### src/hdl/lcbt_pkg.sv
package lcbt_pkg;
	// Register map, byte offsets on the slave bus
	localparam logic [3:0] REG_CFG = 4'h0;
	localparam logic [3:0] REG_STAT = 4'h4;
	localparam int CFG_DCE_BIT = 0;
	localparam int CFG_LOCK_BIT = 1;
	localparam int CFG_ABE_BIT = 2;
	localparam int CFG_W = 3;
	localparam logic [CFG_W-1:0] CFG_RESET = 3'h0;
	localparam int STAT_W = 6;
	// Page attribute bits, order W I M G from msb
	localparam int ATTR_W_BIT = 3;
	localparam int ATTR_I_BIT = 2;
	// Transfer type codes
	localparam logic [4:0] TT_CLEAN = 5'h00;
	localparam logic [4:0] TT_WRITE = 5'h02;
	localparam logic [4:0] TT_FLUSH = 5'h04;
	localparam logic [4:0] TT_WWK = 5'h06;
	localparam logic [4:0] TT_SYNC = 5'h08;
	localparam logic [4:0] TT_READ = 5'h0A;
	localparam logic [4:0] TT_KILL = 5'h0C;
	localparam logic [4:0] TT_READ_INTENT_MODIFY = 5'h0E;
	localparam logic [4:0] TT_EIEIO = 5'h10;
	localparam logic [1:0] BURST_LAST = 2'h3;
	localparam logic [3:0] MAX_SINGLE = 4'h8;
	typedef enum logic [1:0] {CS_I = 2'h0, CS_E = 2'h1, CS_M = 2'h2} lcbt_cst_t;
	typedef enum logic [3:0] {
		OP_LOAD = 4'h0, OP_STORE = 4'h1, OP_FETCH = 4'h2, OP_SYNC = 4'h3,
		OP_EIEIO = 4'h4, OP_TLBSYNC = 4'h5, OP_TLBIE = 4'h6, OP_ICBI = 4'h7,
		OP_DCBI = 4'h8, OP_DCBF = 4'h9, OP_DCBST = 4'hA, OP_DCBZ = 4'hB,
		OP_TOUCH = 4'hC, OP_TOUCH_ST = 4'hD
	} lcbt_op_t;
	typedef enum logic [4:0] {
		ST_IDLE = 5'h01, ST_XFER = 5'h02, ST_QWAIT = 5'h04,
		ST_TWAIT = 5'h08, ST_DONE = 5'h10
	} lcbt_state_t;
	function automatic logic [1:0] dw_next(input logic [1:0] dw);
		dw_next = dw + 2'h1;
	endfunction
endpackage

### src/hdl/lcbt_top.sv
// Added by the designer: register access over Avalon-MM and the address map.
`timescale 1ns/1ps
`default_nettype none
module lcbt_top #(
	parameter int ADDR_W = 32
) (
	input wire logic clk,
	input wire logic resetn,
	input wire logic [3:0] avs_address,
	input wire logic avs_read,
	input wire logic avs_write,
	input wire logic [31:0] avs_writedata,
	input wire logic [3:0] avs_byteenable,
	output logic [31:0] avs_readdata,
	output logic avs_waitrequest,
	input wire logic req_valid,
	input wire lcbt_pkg::lcbt_op_t req_op,
	input wire logic [ADDR_W-1:0] req_addr,
	input wire logic [3:0] req_size,
	input wire logic [3:0] page_attribute_bits,
	input wire logic req_hit,
	input wire lcbt_pkg::lcbt_cst_t req_state,
	output logic req_ready,
	output logic req_done,
	output lcbt_pkg::lcbt_cst_t req_next_state,
	input wire logic mem_queue_busy,
	input wire logic tlbsync_hold,
	output logic bus_start,
	output logic [4:0] bus_tt,
	output logic [ADDR_W-1:0] bus_addr,
	output logic [3:0] bus_size,
	output logic transfer_burst_flag,
	output logic bus_addr_only,
	output logic beat_valid,
	output logic [ADDR_W-1:0] beat_addr,
	output logic l2_forward,
	input wire logic snp_valid,
	input wire logic [4:0] snp_tt,
	input wire logic snp_burst,
	output logic snp_flush,
	output logic snp_inhibit,
	output logic snp_kill
);
	import lcbt_pkg::*;

	if (ADDR_W < 6 || ADDR_W > 64) begin : g_bad_width
		$error("ADDR_W must lie between 6 and 64");
	end

	logic [CFG_W-1:0] cfg_ff;
	logic [31:0] rdata_ff;
	logic wait_ff;
	lcbt_state_t state_ff, nxt_state;
	logic [1:0] left_ff, nxt_left;
	logic ready_ff, done_ff, start_ff, burst_ff, aonly_ff, beat_ff, l2_ff;
	logic flush_ff, inh_ff, kill_ff;
	lcbt_cst_t nst_ff;
	logic [4:0] tt_ff;
	logic [ADDR_W-1:0] baddr_ff, beat_addr_ff;
	logic [3:0] size_ff;

	// Register slave: one wait cycle, answer on the second
	wire bus_req = avs_read | avs_write;
	wire take = bus_req & wait_ff;
	wire sel_cfg = avs_address == REG_CFG;
	wire sel_stat = avs_address == REG_STAT;
	// Writes land as the answer is sampled, so a request that never sees it changes nothing
	wire ack = bus_req & !wait_ff;
	wire cfg_we = ack & avs_write & sel_cfg & avs_byteenable[0];
	wire [31:0] stat_word = {{(32-STAT_W){1'b0}}, ready_ff, state_ff};
	wire [31:0] rd_mux = sel_cfg ? {{(32-CFG_W){1'b0}}, cfg_ff} : sel_stat ? stat_word : 32'h0000_0000;
	wire dce = cfg_ff[CFG_DCE_BIT];
	wire data_cache_lock_bit = cfg_ff[CFG_LOCK_BIT];
	wire abe = cfg_ff[CFG_ABE_BIT];

	always_ff @(posedge clk) begin
		if (!resetn) begin
			cfg_ff <= CFG_RESET;
			wait_ff <= 1'b1;
			rdata_ff <= 32'h0000_0000;
		end else begin
			wait_ff <= !take;
			if (cfg_we) begin
				cfg_ff <= avs_writedata[CFG_W-1:0];
			end
			if (take & avs_read) begin
				rdata_ff <= rd_mux;
			end
		end
	end

	// Request decode
	wire accept = req_valid & ready_ff;
	wire is_ci = page_attribute_bits[ATTR_I_BIT];
	wire is_wt = page_attribute_bits[ATTR_W_BIT];
	wire st_m = req_state == CS_M;
	wire miss = !req_hit;
	wire op_st = req_op == OP_STORE;
	wire mem_op = (req_op == OP_LOAD) | op_st | (req_op == OP_FETCH);
	wire touch = (req_op == OP_TOUCH) | (req_op == OP_TOUCH_ST);
	wire op_dcbi = req_op == OP_DCBI;
	wire op_dcbf = req_op == OP_DCBF;
	wire op_dcbst = req_op == OP_DCBST;
	wire op_dcbz = req_op == OP_DCBZ;
	wire op_sync = req_op == OP_SYNC;
	wire op_eieio = req_op == OP_EIEIO;
	wire single_mode = is_wt | is_ci | !dce | data_cache_lock_bit;
	wire single = mem_op & (single_mode | (op_st & is_wt));
	wire fill = (mem_op & miss & !single_mode) | (touch & miss);
	wire push = (op_dcbf | op_dcbst) & st_m;
	// Block-zero broadcasts alone; the rest wait for the enable bit
	wire gated = op_dcbi | ((op_dcbf | op_dcbst) & !st_m) | op_sync | op_eieio;
	wire abcast = op_dcbz | (gated & abe);
	wire go_bus = fill | single | push | abcast;
	wire go_xfer = fill | single | push;
	wire burst = fill | push;
	wire [4:0] rd_tt = is_ci ? TT_READ : TT_READ_INTENT_MODIFY;
	wire [4:0] tt_bc = op_dcbf ? TT_FLUSH : op_dcbst ? TT_CLEAN : op_sync ? TT_SYNC
		: op_eieio ? TT_EIEIO : TT_KILL;
	wire [4:0] tt_sel = fill ? TT_READ_INTENT_MODIFY : single ? (op_st ? TT_WRITE : rd_tt) : push ? TT_WWK : tt_bc;
	wire [ADDR_W-1:0] dw_addr = {req_addr[ADDR_W-1:3], 3'h0};
	wire [ADDR_W-1:0] blk_addr = {req_addr[ADDR_W-1:5], 5'h00};
	// Fills start at the missed double word; pushes at the block start
	wire [ADDR_W-1:0] addr_sel = single ? req_addr : fill ? dw_addr : blk_addr;
	wire [1:0] cur_dw = beat_addr_ff[4:3];
	wire [ADDR_W-1:0] beat_inc = {beat_addr_ff[ADDR_W-1:5], dw_next(cur_dw), 3'h0};
	wire cs_inval = (req_op == OP_ICBI) | op_dcbi | op_dcbf;
	wire cs_mod = op_dcbz | (fill & op_st);
	wire cs_excl = (op_dcbst & st_m) | fill;
	wire lcbt_cst_t nst_sel = cs_inval ? CS_I : cs_mod ? CS_M : cs_excl ? CS_E : req_state;
	wire l2_sel = op_dcbi | op_dcbf | op_dcbst | op_dcbz;
	wire snp_read = (snp_tt == TT_READ) | (snp_tt == TT_READ_INTENT_MODIFY);

	always_comb begin
		nxt_state = state_ff;
		nxt_left = left_ff;
		unique case (state_ff)
			ST_IDLE: begin
				if (accept) begin
					nxt_left = burst ? BURST_LAST : 2'h0;
					if (op_sync) begin
						nxt_state = ST_QWAIT;
					end else if (req_op == OP_TLBSYNC) begin
						nxt_state = ST_TWAIT;
					end else if (go_xfer) begin
						nxt_state = ST_XFER;
					end else begin
						nxt_state = ST_DONE;
					end
				end
			end
			ST_XFER: begin
				if (left_ff == 2'h0) begin
					nxt_state = ST_DONE;
				end else begin
					nxt_left = left_ff - 2'h1;
				end
			end
			ST_QWAIT: begin
				if (!mem_queue_busy) begin
					nxt_state = ST_DONE;
				end
			end
			ST_TWAIT: begin
				if (!tlbsync_hold) begin
					nxt_state = ST_DONE;
				end
			end
			ST_DONE: begin
				nxt_state = ST_IDLE;
			end
		endcase
	end

	always_ff @(posedge clk) begin
		if (!resetn) begin
			state_ff <= ST_IDLE;
			left_ff <= 2'h0;
			ready_ff <= 1'b0;
			done_ff <= 1'b0;
		end else begin
			state_ff <= nxt_state;
			left_ff <= nxt_left;
			ready_ff <= nxt_state == ST_IDLE;
			done_ff <= nxt_state == ST_DONE;
		end
	end

	// Bus side; the transfer fields hold until the next accepted request
	always_ff @(posedge clk) begin
		if (!resetn) begin
			start_ff <= 1'b0;
			l2_ff <= 1'b0;
			beat_ff <= 1'b0;
			tt_ff <= TT_CLEAN;
			baddr_ff <= '0;
			beat_addr_ff <= '0;
			size_ff <= 4'h0;
			burst_ff <= 1'b0;
			aonly_ff <= 1'b0;
			nst_ff <= CS_I;
		end else begin
			start_ff <= accept & go_bus;
			l2_ff <= accept & l2_sel;
			beat_ff <= nxt_state == ST_XFER;
			if (accept) begin
				tt_ff <= tt_sel;
				baddr_ff <= addr_sel;
				beat_addr_ff <= addr_sel;
				size_ff <= burst ? MAX_SINGLE : req_size;
				burst_ff <= burst;
				aonly_ff <= !go_xfer;
				nst_ff <= nst_sel;
			end else if (state_ff == ST_XFER && burst_ff) begin
				beat_addr_ff <= beat_inc;
			end
		end
	end

	// Snoop response; only reads and kill block are acted upon
	always_ff @(posedge clk) begin
		if (!resetn) begin
			flush_ff <= 1'b0;
			inh_ff <= 1'b0;
			kill_ff <= 1'b0;
		end else begin
			flush_ff <= snp_valid & snp_read & snp_burst;
			inh_ff <= snp_valid & snp_read & !snp_burst;
			kill_ff <= snp_valid & (snp_tt == TT_KILL);
		end
	end

	assign avs_readdata = rdata_ff;
	assign avs_waitrequest = wait_ff;
	assign req_ready = ready_ff;
	assign req_done = done_ff;
	assign req_next_state = nst_ff;
	assign bus_start = start_ff;
	assign bus_tt = tt_ff;
	assign bus_addr = baddr_ff;
	assign bus_size = size_ff;
	assign transfer_burst_flag = burst_ff;
	assign bus_addr_only = aonly_ff;
	assign beat_valid = beat_ff;
	assign beat_addr = beat_addr_ff;
	assign l2_forward = l2_ff;
	assign snp_flush = flush_ff;
	assign snp_inhibit = inh_ff;
	assign snp_kill = kill_ff;
endmodule // lcbt_top
`default_nettype wire

### config.mk
export PLATFORM = sky130hd
export DESIGN_NAME = lcbt_top
export DESIGN_NICKNAME = d
export VERILOG_FILES = /design/src/hdl/lcbt_pkg.sv /design/src/hdl/lcbt_top.sv
export SDC_FILE = /design/constraint.sdc
export NUM_CORES = 1
export LEC_CHECK = 0
export BUFFER_PORTS_ARGS = -buffer_cell sky130_fd_sc_hd__buf_2
export CAP_MARGIN = 20
export CORE_ASPECT_RATIO = 0.9
export CORE_MARGIN = 8
export CORE_UTILIZATION = 41
export DETAILED_ROUTE_END_ITERATION = 16
export PLACE_DENSITY = 0.83
export SLEW_MARGIN = 20
export SYNTH_ARGS = -nofsm -noshare
export SYNTH_HDL_FRONTEND = slang
export SYNTH_SLANG_ARGS = --single-unit
### constraint.sdc
create_clock -name clk -period 1.75 [get_ports clk]
set_input_delay 0.175 -clock clk [delete_from_list [all_inputs] [get_ports clk]]
set_output_delay 0.175 -clock clk [all_outputs]
set_load 0.005 [all_outputs]
==> impl_metrics.json, run 1 <==
{
  "min_period_ns": 1.72,
  "clkPwrFrac_pct": 37.9,
  "die_h_um": 112,
  "clockBufferDepth": 2,
  "final_common_cell": "buf_2",
  "tightest_slew_ns": 0.501,
  "finClkSkew_ns": 0.00791,
  "rsz0062_at_grt": "true",
  "path_clk_slew_ns": 0.07,
  "syn_inst": 504,
  "hold_path_class": "input pin to flip-flop",
  "ant_nets": 0,
  "diodes": 0,
  "port_buffers": 157,
  "first_pass_iters": 4,
  "power.switching_mw": 1.42,
  "antenna_found_initial": 1,
  "syn2layout_area_growth_pct": 28.9,
  "drt_iter0_drc": 292,
  "wirelength_um": 12300,
  "grt_max_degree": 51,
  "fin_nets": 757,
  "clkLatencyLatePin_ns": 0.33,
  "fin_util_pct": 53.6,
  "status": "finished, final reports clean",
  "fp.dieW_um": 123,
  "internal_power_mw": 3.89,
  "fp.coreArea_mm2": 0.0102,
  "path_class": "flip-flop to flip-flop",
  "total_power_mw": 5.32,
  "synth_edf_count": 0,
  "critPathLaunchType": "flip-flop",
  "p_comb_share_pct": 14.6,
  "async_flop_share_pct": 0,
  "crit_path_end_kind": "flip-flop",
  "setup_ws_ns": 0.0288,
  "maxCapViolations": 0,
  "htreeDepth": 3,
  "max_freq_ghz": 0.581,
  "p_seq_share_pct": 47.5,
  "yosysSeqAreaShare_pct": 47.8,
  "p_sw_share_pct": 26.8,
  "powerDensity_mw_per_mm2": 976,
  "ir_worst_vdd_mv": 0.527,
  "required_ns": 2.02,
  "finalSetupViolCount": 0,
  "slew_headroom_pct": 66.4,
  "syn-cell-area_mm2": 0.00423,
  "finalCritPeriodShare_pct": 98.4,
  "dp_cells": 769,
  "root_buffer": "clkbuf_16",
  "drv_slew": 0,
  "ys_types": 65,
  "die_area_mm2": 0.0138,
  "cts_sinks": 101,
  "post_synth.cell_area_avg_um2": 8.39,
  "drive_gt1_share_pct": 33.9,
  "p_leak_nw": 2.46,
  "place_congestion": 0.927,
  "synthFlopType": "dfxtp_1",
  "grt_first_pass_wirelength_um": 19000,
  "dp_worst_setup_slack_ns": -0.0354,
  "grt_pass1_vias": 3861,
  "num_rows": 35,
  "vias": 3989,
  "hold_violations": 0,
  "start_util_pct": 41.6,
  "synth_seq_cells": 101,
  "grt_usage_pct": 16.7,
  "cp_max_fo": 4,
  "cts_tree": "built",
  "drcViolationCount": 0,
  "hpwl_um": 9280,
  "yosysWarnings": 0,
  "final_cell_mix": "157 x buf_2, 102 x nand2_1, 95 x dfxtp_1, 79 x a21oi_1, 32 x nor2_1",
  "routedWlPerCell_um": 15.6,
  "grt-ovfl-total": 0,
  "ioPinCount": 219,
  "fin_cells": 789,
  "cts-buffers-inserted": 9,
  "via_per_inst": 5.06,
  "r2r_slack_ns": 0.03,
  "arrival_ns": 1.99
}
## metrics by stage
step / setup TNS, ns / area [um^2] / hold slack [ns]
3_3_place_gp: 0 / 5060 / 0.341
4_1_cts: 0 / 5400 / 0.00708
3_5_place_dp: -0.0637 / 5060 / 0.353
6_report: 0 / 5450 / 0.0205
2_1_floorplan: 0 / 4330 / 0.247
5_1_grt: -0.0495 / 5450 / 0.0202
## synth_stat cells (all sizes together) (6+ instances only)
cell    number  share of area [%]
nand3       11                1.3
inv          6               0.53
nor2        34                3.2
and2         6               0.89
dfxtp      101                 48
and3         7                1.1
buf         40                6.3
nand2      104                9.3
o21ai        8               0.95
a21oi       82                9.9
clkbuf      20                1.8
## cells by family (layout without fill, tap and decap cells)
| logic type | count (synthesis) | after routing | share of synthesized area (%) |
|---|---|---|---|
| flops | 101 | 101 | 47.8 |
| mux | 6 | 6 | 1.54 |
| compound gates | 124 | 124 | 17.5 |
| fa+ha+maj | 2 | 2 | 0.533 |
| xor+xnor | 5 | 5 | 1.04 |
| other cells | 1 | 27 | 0.0887 |
| simple gates | 199 | 199 | 22.9 |
| buf+inv | 66 | 196 | 8.61 |
## power by group through the flow
stage / Clock [mW] / Sequential [mW] / Combinational (mW)
floorplan: 0 / 2.57 / 0.461
global placement: 0 / 2.57 / 0.737
detailed placement: 0 / 2.58 / 0.758
CTS: 2.08 / 2.53 / 0.766
global route: 2.17 / 2.54 / 0.859
finish: 2.01 / 2.53 / 0.777
## flip-flops by register name, indices dropped and copies added (netlist names), 2 cells and up
register	count
bus_tt	4
avs_readdata	6
bus_size	4
req_next_state	2
left_ff	2
state_ff	5
cfg_ff	3
bus_addr	32
beat_addr	32
## final timing paths
| path | startpoint | end | cells past startpoint |
|---|---|---|---|
| max | left_ff[0] | beat_valid | 7 |
| min | snp_tt[0] | snp_kill | 2 |
| max reg2reg | left_ff[0] | beat_valid | 7 |
| min reg2reg | bus_addr[8] | bus_addr[8] | 2 |
## final cells by class
type	instances	area (um^2)
clock buffer	9	225
timing repair buffer	174	941
fill	966	4710
inverter	6	22.5
tap	129	161
sequential	101	2030
clock inverter	7	82.6
multi-input combinational	363	1980
## metal layers
layer	GRT usage (%)	share of wire [%]
met1	20.1	40
met2	28.3	50
met3	4.26	8.5
met4	5.61	1.6
met5	0	0.065
## worst max-delay path, stage by stage, from the launching register on
cell and delay [ns]:
dfxtp_1 0.34, inv_1 0.05, ha_1 0.21, or3b_4 0.41
nor2_2 0.12, o32ai_1 0.11, a21oi_2 0.22, and3_2 0.22
## repair_timing
item                       4_1_cts  5_1_grt
hold buffers                     1        0
setup endpoints to repair        3        9
hold endpoints to repair         1        0
gates cloned                     0        0
resized for setup                8        9
pin swaps                        1        2
buffers inserted                 0        3
Power figures use the tool's default switching activity.
==> run 2: changes to the inputs <==
--- a/config.mk
+++ b/config.mk
@@ -5,13 +5,15 @@
 export SDC_FILE = /design/constraint.sdc
 export NUM_CORES = 1
 export LEC_CHECK = 0
+export ABC_AREA = 1
+export ABC_CLOCK_PERIOD_IN_PS = 1750
 export BUFFER_PORTS_ARGS = -buffer_cell sky130_fd_sc_hd__buf_2
 export CAP_MARGIN = 20
 export CORE_ASPECT_RATIO = 0.9
 export CORE_MARGIN = 8
 export CORE_UTILIZATION = 41
 export DETAILED_ROUTE_END_ITERATION = 16
-export PLACE_DENSITY = 0.83
+export PLACE_DENSITY = 0.84
 export SLEW_MARGIN = 20
 export SYNTH_ARGS = -nofsm -noshare
 export SYNTH_HDL_FRONTEND = slang
==> run 2 against run 1 <==
Clock skew down 0.0037 ns. Fmax up 6.8%. Largest cell class unchanged. Clock power down 8%. Non-clock buffer count shrank 5.
==> impl_metrics.json, run 2 <==
{
  "status": "finished, final reports clean",
  "cp_max_fo": 11,
  "hold_path_class": "input pin to flip-flop",
  "yosysSeqAreaShare_pct": 48.1,
  "grt_usage_pct": 16.3,
  "synth_seq_cells": 101,
  "cts_tree": "built",
  "place_congestion": 0.913,
  "synth_top_family_by_area": "simple AND/OR/NAND/NOR gates",
  "hold_violations": 0,
  "muxShareOfSynthArea_pct": 0,
  "p_leak_nw": 2.64,
  "setup_ws_ns": 0.139,
  "synth_top_area_share_pct": 48.1,
  "final_cell_mix": "157 x buf_2, 151 x nand2_1, 101 x dfxtp_1, 86 x a21oi_1",
  "first_pass_iters": 4,
  "ioPinCount": 219,
  "dp_worst_setup_slack_ns": 0.213,
  "synth_edf_count": 0,
  "clkLatencyLatePin_ns": 0.33,
  "cts_resized": 0,
  "ir_worst_vdd_mv": 0.721,
  "cts_sinks": 101,
  "root_buffer": "clkbuf_16",
  "port_buffers": 157,
  "grt_pass1_vias": 3802,
  "wirelength_um": 11400,
  "wl_met2_um": 5220,
  "route.top_layer_used": "met4",
  "finalSetupTns_ns": 0,
  "final_common_cell": "buf_2",
  "drcViolationCount": 0,
  "critPathLaunchType": "flip-flop",
  "cts-buffers-inserted": 9,
  "arrival_ns": 1.83,
  "drive_gt1_share_pct": 28.6,
  "yosysWarnings": 0,
  "postCtsSetupRepairBufs": 0,
  "setup.worst_path.start": "req_ready",
  "grt_max_degree": 52,
  "fp.dieW_um": 123,
  "vias": 3973,
  "rsz0062_at_grt": "false",
  "drt-met1-wl_um": 5240,
  "netlist_top_cells_area": "dfxtp_1 48%, nand2_1 14%, a21oi_1 10%, buf_4 4.8%, inv_1 3.9%",
  "die_h_um": 112,
  "path_class": "flip-flop to flip-flop",
  "synthFlopType": "dfxtp_1",
  "finalSetupViolCount": 0,
  "yosysMostFrequentCell": "nand2_1",
  "fp.coreArea_mm2": 0.0101,
  "via_per_inst": 4.63,
  "ant_nets": 0,
  "max_freq_ghz": 0.621,
  "finClkSkew_ns": 0.00424,
  "fin_nets": 827,
  "maxCapViolations": 0,
  "min_period_ns": 1.61,
  "start_util_pct": 41.6,
  "die_area_mm2": 0.0138,
  "postCtsHoldBufs": 2,
  "async_flop_share_pct": 0,
  "synth_fa_ha_area_share_pct": 0.298,
  "synth_xor_area_share_pct": 0,
  "hpwl_um": 8810,
  "clockBufferDepth": 2,
  "syn-cell-area_mm2": 0.00420,
  "syn_inst": 570,
  "ys_types": 30,
  "grt-ovfl-total": 0,
  "ys_top_cells_by_count": "152 x nand2_1, 101 x dfxtp_1, 86 x a21oi_1",
  "drv_slew": 0,
  "htreeDepth": 3,
  "post_synth.cell_area_avg_um2": 7.38,
  "drt_iter0_drc": 211,
  "diodes": 0,
  "worstHoldStart": "req_size[3]",
  "finalCritPeriodShare_pct": 92.1,
  "reg2reg_from": "req_ready",
  "required_ns": 1.97,
  "fin_util_pct": 52.7,
  "routedWlPerCell_um": 13.3,
  "grt_first_pass_wirelength_um": 18300,
  "syn2layout_area_growth_pct": 26.9,
  "synth_compound_area_share_pct": 15.1,
  "num_rows": 35,
  "crit_path_end_kind": "flip-flop",
  "wl_met3_um": 886,
  "synth-simple-area-share_pct": 24.6,
  "powerDensity_mw_per_mm2": 981,
  "path_clk_slew_ns": 0.07,
  "antenna_found_initial": 0,
  "synth_top_area_cell": "dfxtp_1"
}
==> run 2: changes by cell type in the layout (fill, tap and decap cells not counted), sizes merged, moves of 7 or more <==
cell,previous run,this run
and3,7,0
inv,9,52
nand2,104,156
nand3,11,20
nor2,34,55
o21ai,8,23
==> run 2: kinds of logic after synthesis <==
family,count (synthesis)
adder cells (fa/ha/maj),1
flip-flops,101
AO/OA/AOI/OAI,121
AND/OR/NAND/NOR,244
other,1
buffers and inverters,102
==> run 2: through the flow <==
| step | std cells | hold WS (ns) | power, mW | area, um^2 |
|---|---|---|---|---|
| 2_1_floorplan | 596 | 0.250 | 3.10 | 4300 |
| 6_report | 859 | 0.0466 | 5.23 | 5330 |
| 3_3_place_gp | 841 | 0.355 | 3.41 | 5040 |
| 3_5_place_dp | 841 | 0.354 | 3.43 | 5040 |
| 5_1_grt | 859 | 0.0424 | 5.52 | 5330 |
| 4_1_cts | 859 | 0.0270 | 5.30 | 5330 |
==> run 2: final timing paths <==
kind,to,slack (ns),depth (start not counted)
hold / removal,bus_size[3],0.05,3
hold reg to reg,beat_addr[31],0.46,2
setup reg to reg,beat_addr[3],0.14,7
setup / recovery,beat_addr[3],0.14,7
==> run 2: worst max-delay path, cell delays in order (launching register included) <==
cell and delay [ns]:
dfxtp_1 0.36, nand2_2 0.06, inv_1 0.29, nor2_1 0.09
a21oi_1 0.31, inv_1 0.16, a21oi_1 0.14, a21oi_1 0.08
==> run 2: routing by layer <==
metal | track usage [%] | up-vias
li1 | - | 2085
met3 | 4.92 | 6
met5 | 0 | -
met1 | 20.4 | 1762
met4 | 3.73 | 0
met2 | 26.5 | 120
==> run 2: area by class of cell <==
| type | instances | area, um^2 |
|---|---|---|
| clock inverter | 5 | 35.0 |
| tap | 129 | 161 |
| inverter | 51 | 191 |
| sequential | 101 | 2020 |
| timing repair buffer | 169 | 893 |
| multi-input combinational | 393 | 1790 |
| fill | 1010 | 4780 |
| clock buffer | 11 | 243 |
==> run 2: power by group <==
group	total (mW)	leakage (nW)	switching, mW	internal [mW]
Sequential	2.54	0.821	0.0827	2.46
Combinational	0.837	1.68	0.506	0.331
Clock	1.85	0.136	0.848	1.01
==> run 3: changes to the inputs <==
--- a/config.mk
+++ b/config.mk
@@ -10,7 +10,7 @@
 export BUFFER_PORTS_ARGS = -buffer_cell sky130_fd_sc_hd__buf_2
 export CAP_MARGIN = 20
 export CORE_ASPECT_RATIO = 0.9
-export CORE_MARGIN = 8
+export CORE_MARGIN = 5
 export CORE_UTILIZATION = 41
 export DETAILED_ROUTE_END_ITERATION = 16
 export PLACE_DENSITY = 0.84
@@ -18,3 +18,4 @@
 export SYNTH_ARGS = -nofsm -noshare
 export SYNTH_HDL_FRONTEND = slang
 export SYNTH_SLANG_ARGS = --single-unit
+export TNS_END_PERCENT = 5
==> run 3 against run 2 <==
Critical path type unchanged. Die area is 10% lower. Clock power is 2% higher. Setup slack better by 0.071 ns. Core utilization hardly changed. Combinational power is 0.5% lower. Clock-buffer cell count stayed put. Wire length is 2.3% lower. Clock skew is 0.0020 ns lower.
==> impl_metrics.json, run 3 (synthesized netlist as in run 2, its figures left out) <==
{
  "status": "finished, final reports clean",
  "p_sw_share_pct": 27.4,
  "finalSetupViolCount": 0,
  "antenna_found_initial": 0,
  "grt_pass1_vias": 3624,
  "fp.dieW_um": 117,
  "p_leak_nw": 2.63,
  "root_buffer": "clkbuf_16",
  "grt_usage_pct": 17.1,
  "routedWlPerCell_um": 13.0,
  "first_pass_iters": 4,
  "grt_first_pass_wirelength_um": 17100,
  "ff_latch_area_mm2": 0.00202,
  "die_h_um": 106,
  "placed_cell_area_mm2": 0.00502,
  "path_clk_slew_ns": 0.07,
  "fillerInstances": 991,
  "cts_sinks": 101,
  "ioPinCount": 219,
  "via_per_inst": 4.81,
  "fp.coreArea_mm2": 0.0101,
  "critPathLaunchType": "flip-flop",
  "ir_worst_vdd_mv": 0.678,
  "cp_max_fo": 5,
  "max_freq_ghz": 0.649,
  "required_ns": 1.98,
  "hold_violations": 0,
  "internal_power_mw": 3.82,
  "finalSetupTns_ns": 0,
  "fin_util_pct": 52.7,
  "rsz0062_at_grt": "false",
  "clockBufferDepth": 2,
  "drv_slew": 0,
  "path_class": "flip-flop to flip-flop",
  "p_comb_share_pct": 15.8,
  "htreeDepth": 3,
  "final_common_cell": "buf_2",
  "wirelength_um": 11200,
  "clkLatencyLatePin_ns": 0.34,
  "multiInputGateArea_mm2": 0.00179,
  "hpwl_um": 8450,
  "crit_path_end_kind": "flip-flop",
  "clkPwrFrac_pct": 35.9,
  "final_cell_mix": "157 x buf_2, 151 x nand2_1, 101 x dfxtp_1, 86 x a21oi_1, 44 x nor2_1",
  "p_seq_share_pct": 48.3,
  "place_congestion": 0.885,
  "finClkSkew_ns": 0.00225,
  "drive_gt1_share_pct": 28.7,
  "grt-ovfl-total": 0,
  "vias": 4126,
  "drcViolationCount": 0,
  "ant_nets": 0,
  "hold_path_class": "input pin to flip-flop",
  "postCtsSetupRepairBufs": 0,
  "syn2layout_area_growth_pct": 26.8,
  "min_period_ns": 1.54,
  "cts_tree": "built",
  "drt_iter0_drc": 374,
  "grt_max_degree": 50,
  "maxCapViolations": 0,
  "powerDensity_mw_per_mm2": 988,
  "dp_cells": 839,
  "arrival_ns": 1.77,
  "fin_nets": 825,
  "start_util_pct": 41.6,
  "final_area_mm2": 0.00533,
  "finalCritPeriodShare_pct": 88.0,
  "fin_cells": 857,
  "cts-buffers-inserted": 9,
  "power.switching_mw": 1.44,
  "diodes": 0,
  "die_area_mm2": 0.0124,
  "port_buffers": 157,
  "num_rows": 35
}
run 3: cell types whose count changed in the layout (fill, tap and decap cells not counted), sizes merged:
| cell | previous run | this run |
|---|---|---|
| clkinvlp | 1 | 2 |
| inv | 52 | 50 |
| buf | 167 | 165 |
| clkinv | 3 | 4 |
run 3: worst paths after layout:
check / startpoint / to / slack (ns) / cells after the start
hold / removal: avs_read / avs_waitrequest / 0.04 / 2
hold reg to reg: avs_waitrequest / avs_waitrequest / 0.45 / 1
setup / recovery: state_ff[2] / beat_addr[3] / 0.21 / 6
setup reg to reg: state_ff[2] / beat_addr[3] / 0.21 / 6
run 3: area by class of cell:
cell class                      instances  share of cell area, %
Sequential cell                       101                   37.9
Multi-Input combinational cell        393                   33.5
Timing Repair Buffer                  167                   16.5
Clock buffer                           11                   4.74
Inverter                               51                   3.66
Tap cell                              129                   3.03
Clock inverter                          5                  0.657
run 3: metrics by stage:
stage | power, mW | setup slack, ns | hold WS, ns
after floorplan | 3.10 | 0.421 | 0.250
after detailed placement | 3.42 | 0.169 | 0.357
after global placement | 3.41 | 0.226 | 0.356
after CTS | 5.32 | 0.149 | 0.0336
final | 5.27 | 0.209 | 0.0443
after global routing | 5.54 | 0.0279 | 0.0317
run 3: power groups by stage:
stage | sequential, mW | clock, mW | combinational [mW]
floorplan | 2.60 | 0 | 0.499
global placement | 2.59 | 0 | 0.817
detailed placement | 2.59 | 0 | 0.830
CTS | 2.54 | 1.94 | 0.836
global route | 2.56 | 2.03 | 0.948
finish | 2.54 | 1.89 | 0.833
run 3: routing by layer:
| metal | part of all wire [%] | up-vias | routed length [um] | GRT usage, % |
|---|---|---|---|---|
| li1 | - | 2081 | - | - |
| met1 | 43 | 1845 | 4810 | 22.8 |
| met2 | 45 | 187 | 5040 | 26.6 |
| met3 | 10 | 13 | 1150 | 5.58 |
| met4 | 1.4 | 0 | 154 | 4.75 |
| met5 | 0 | - | 0 | 0 |
run 3: critical path, cell delays in order (launching register included):
cell and delay [ns]:
dfxtp_1 0.36, nor2_2 0.24, nand3_2 0.16, a21oi_1 0.30, inv_1 0.15, a21oi_1 0.14
a21oi_1 0.07
run 3: repair_timing:
action,in CTS,in global routing
gates resized for setup,0,1
hold endpoints to repair,2,0
endpoints found under the setup margin,0,1
hold buffers,2,0
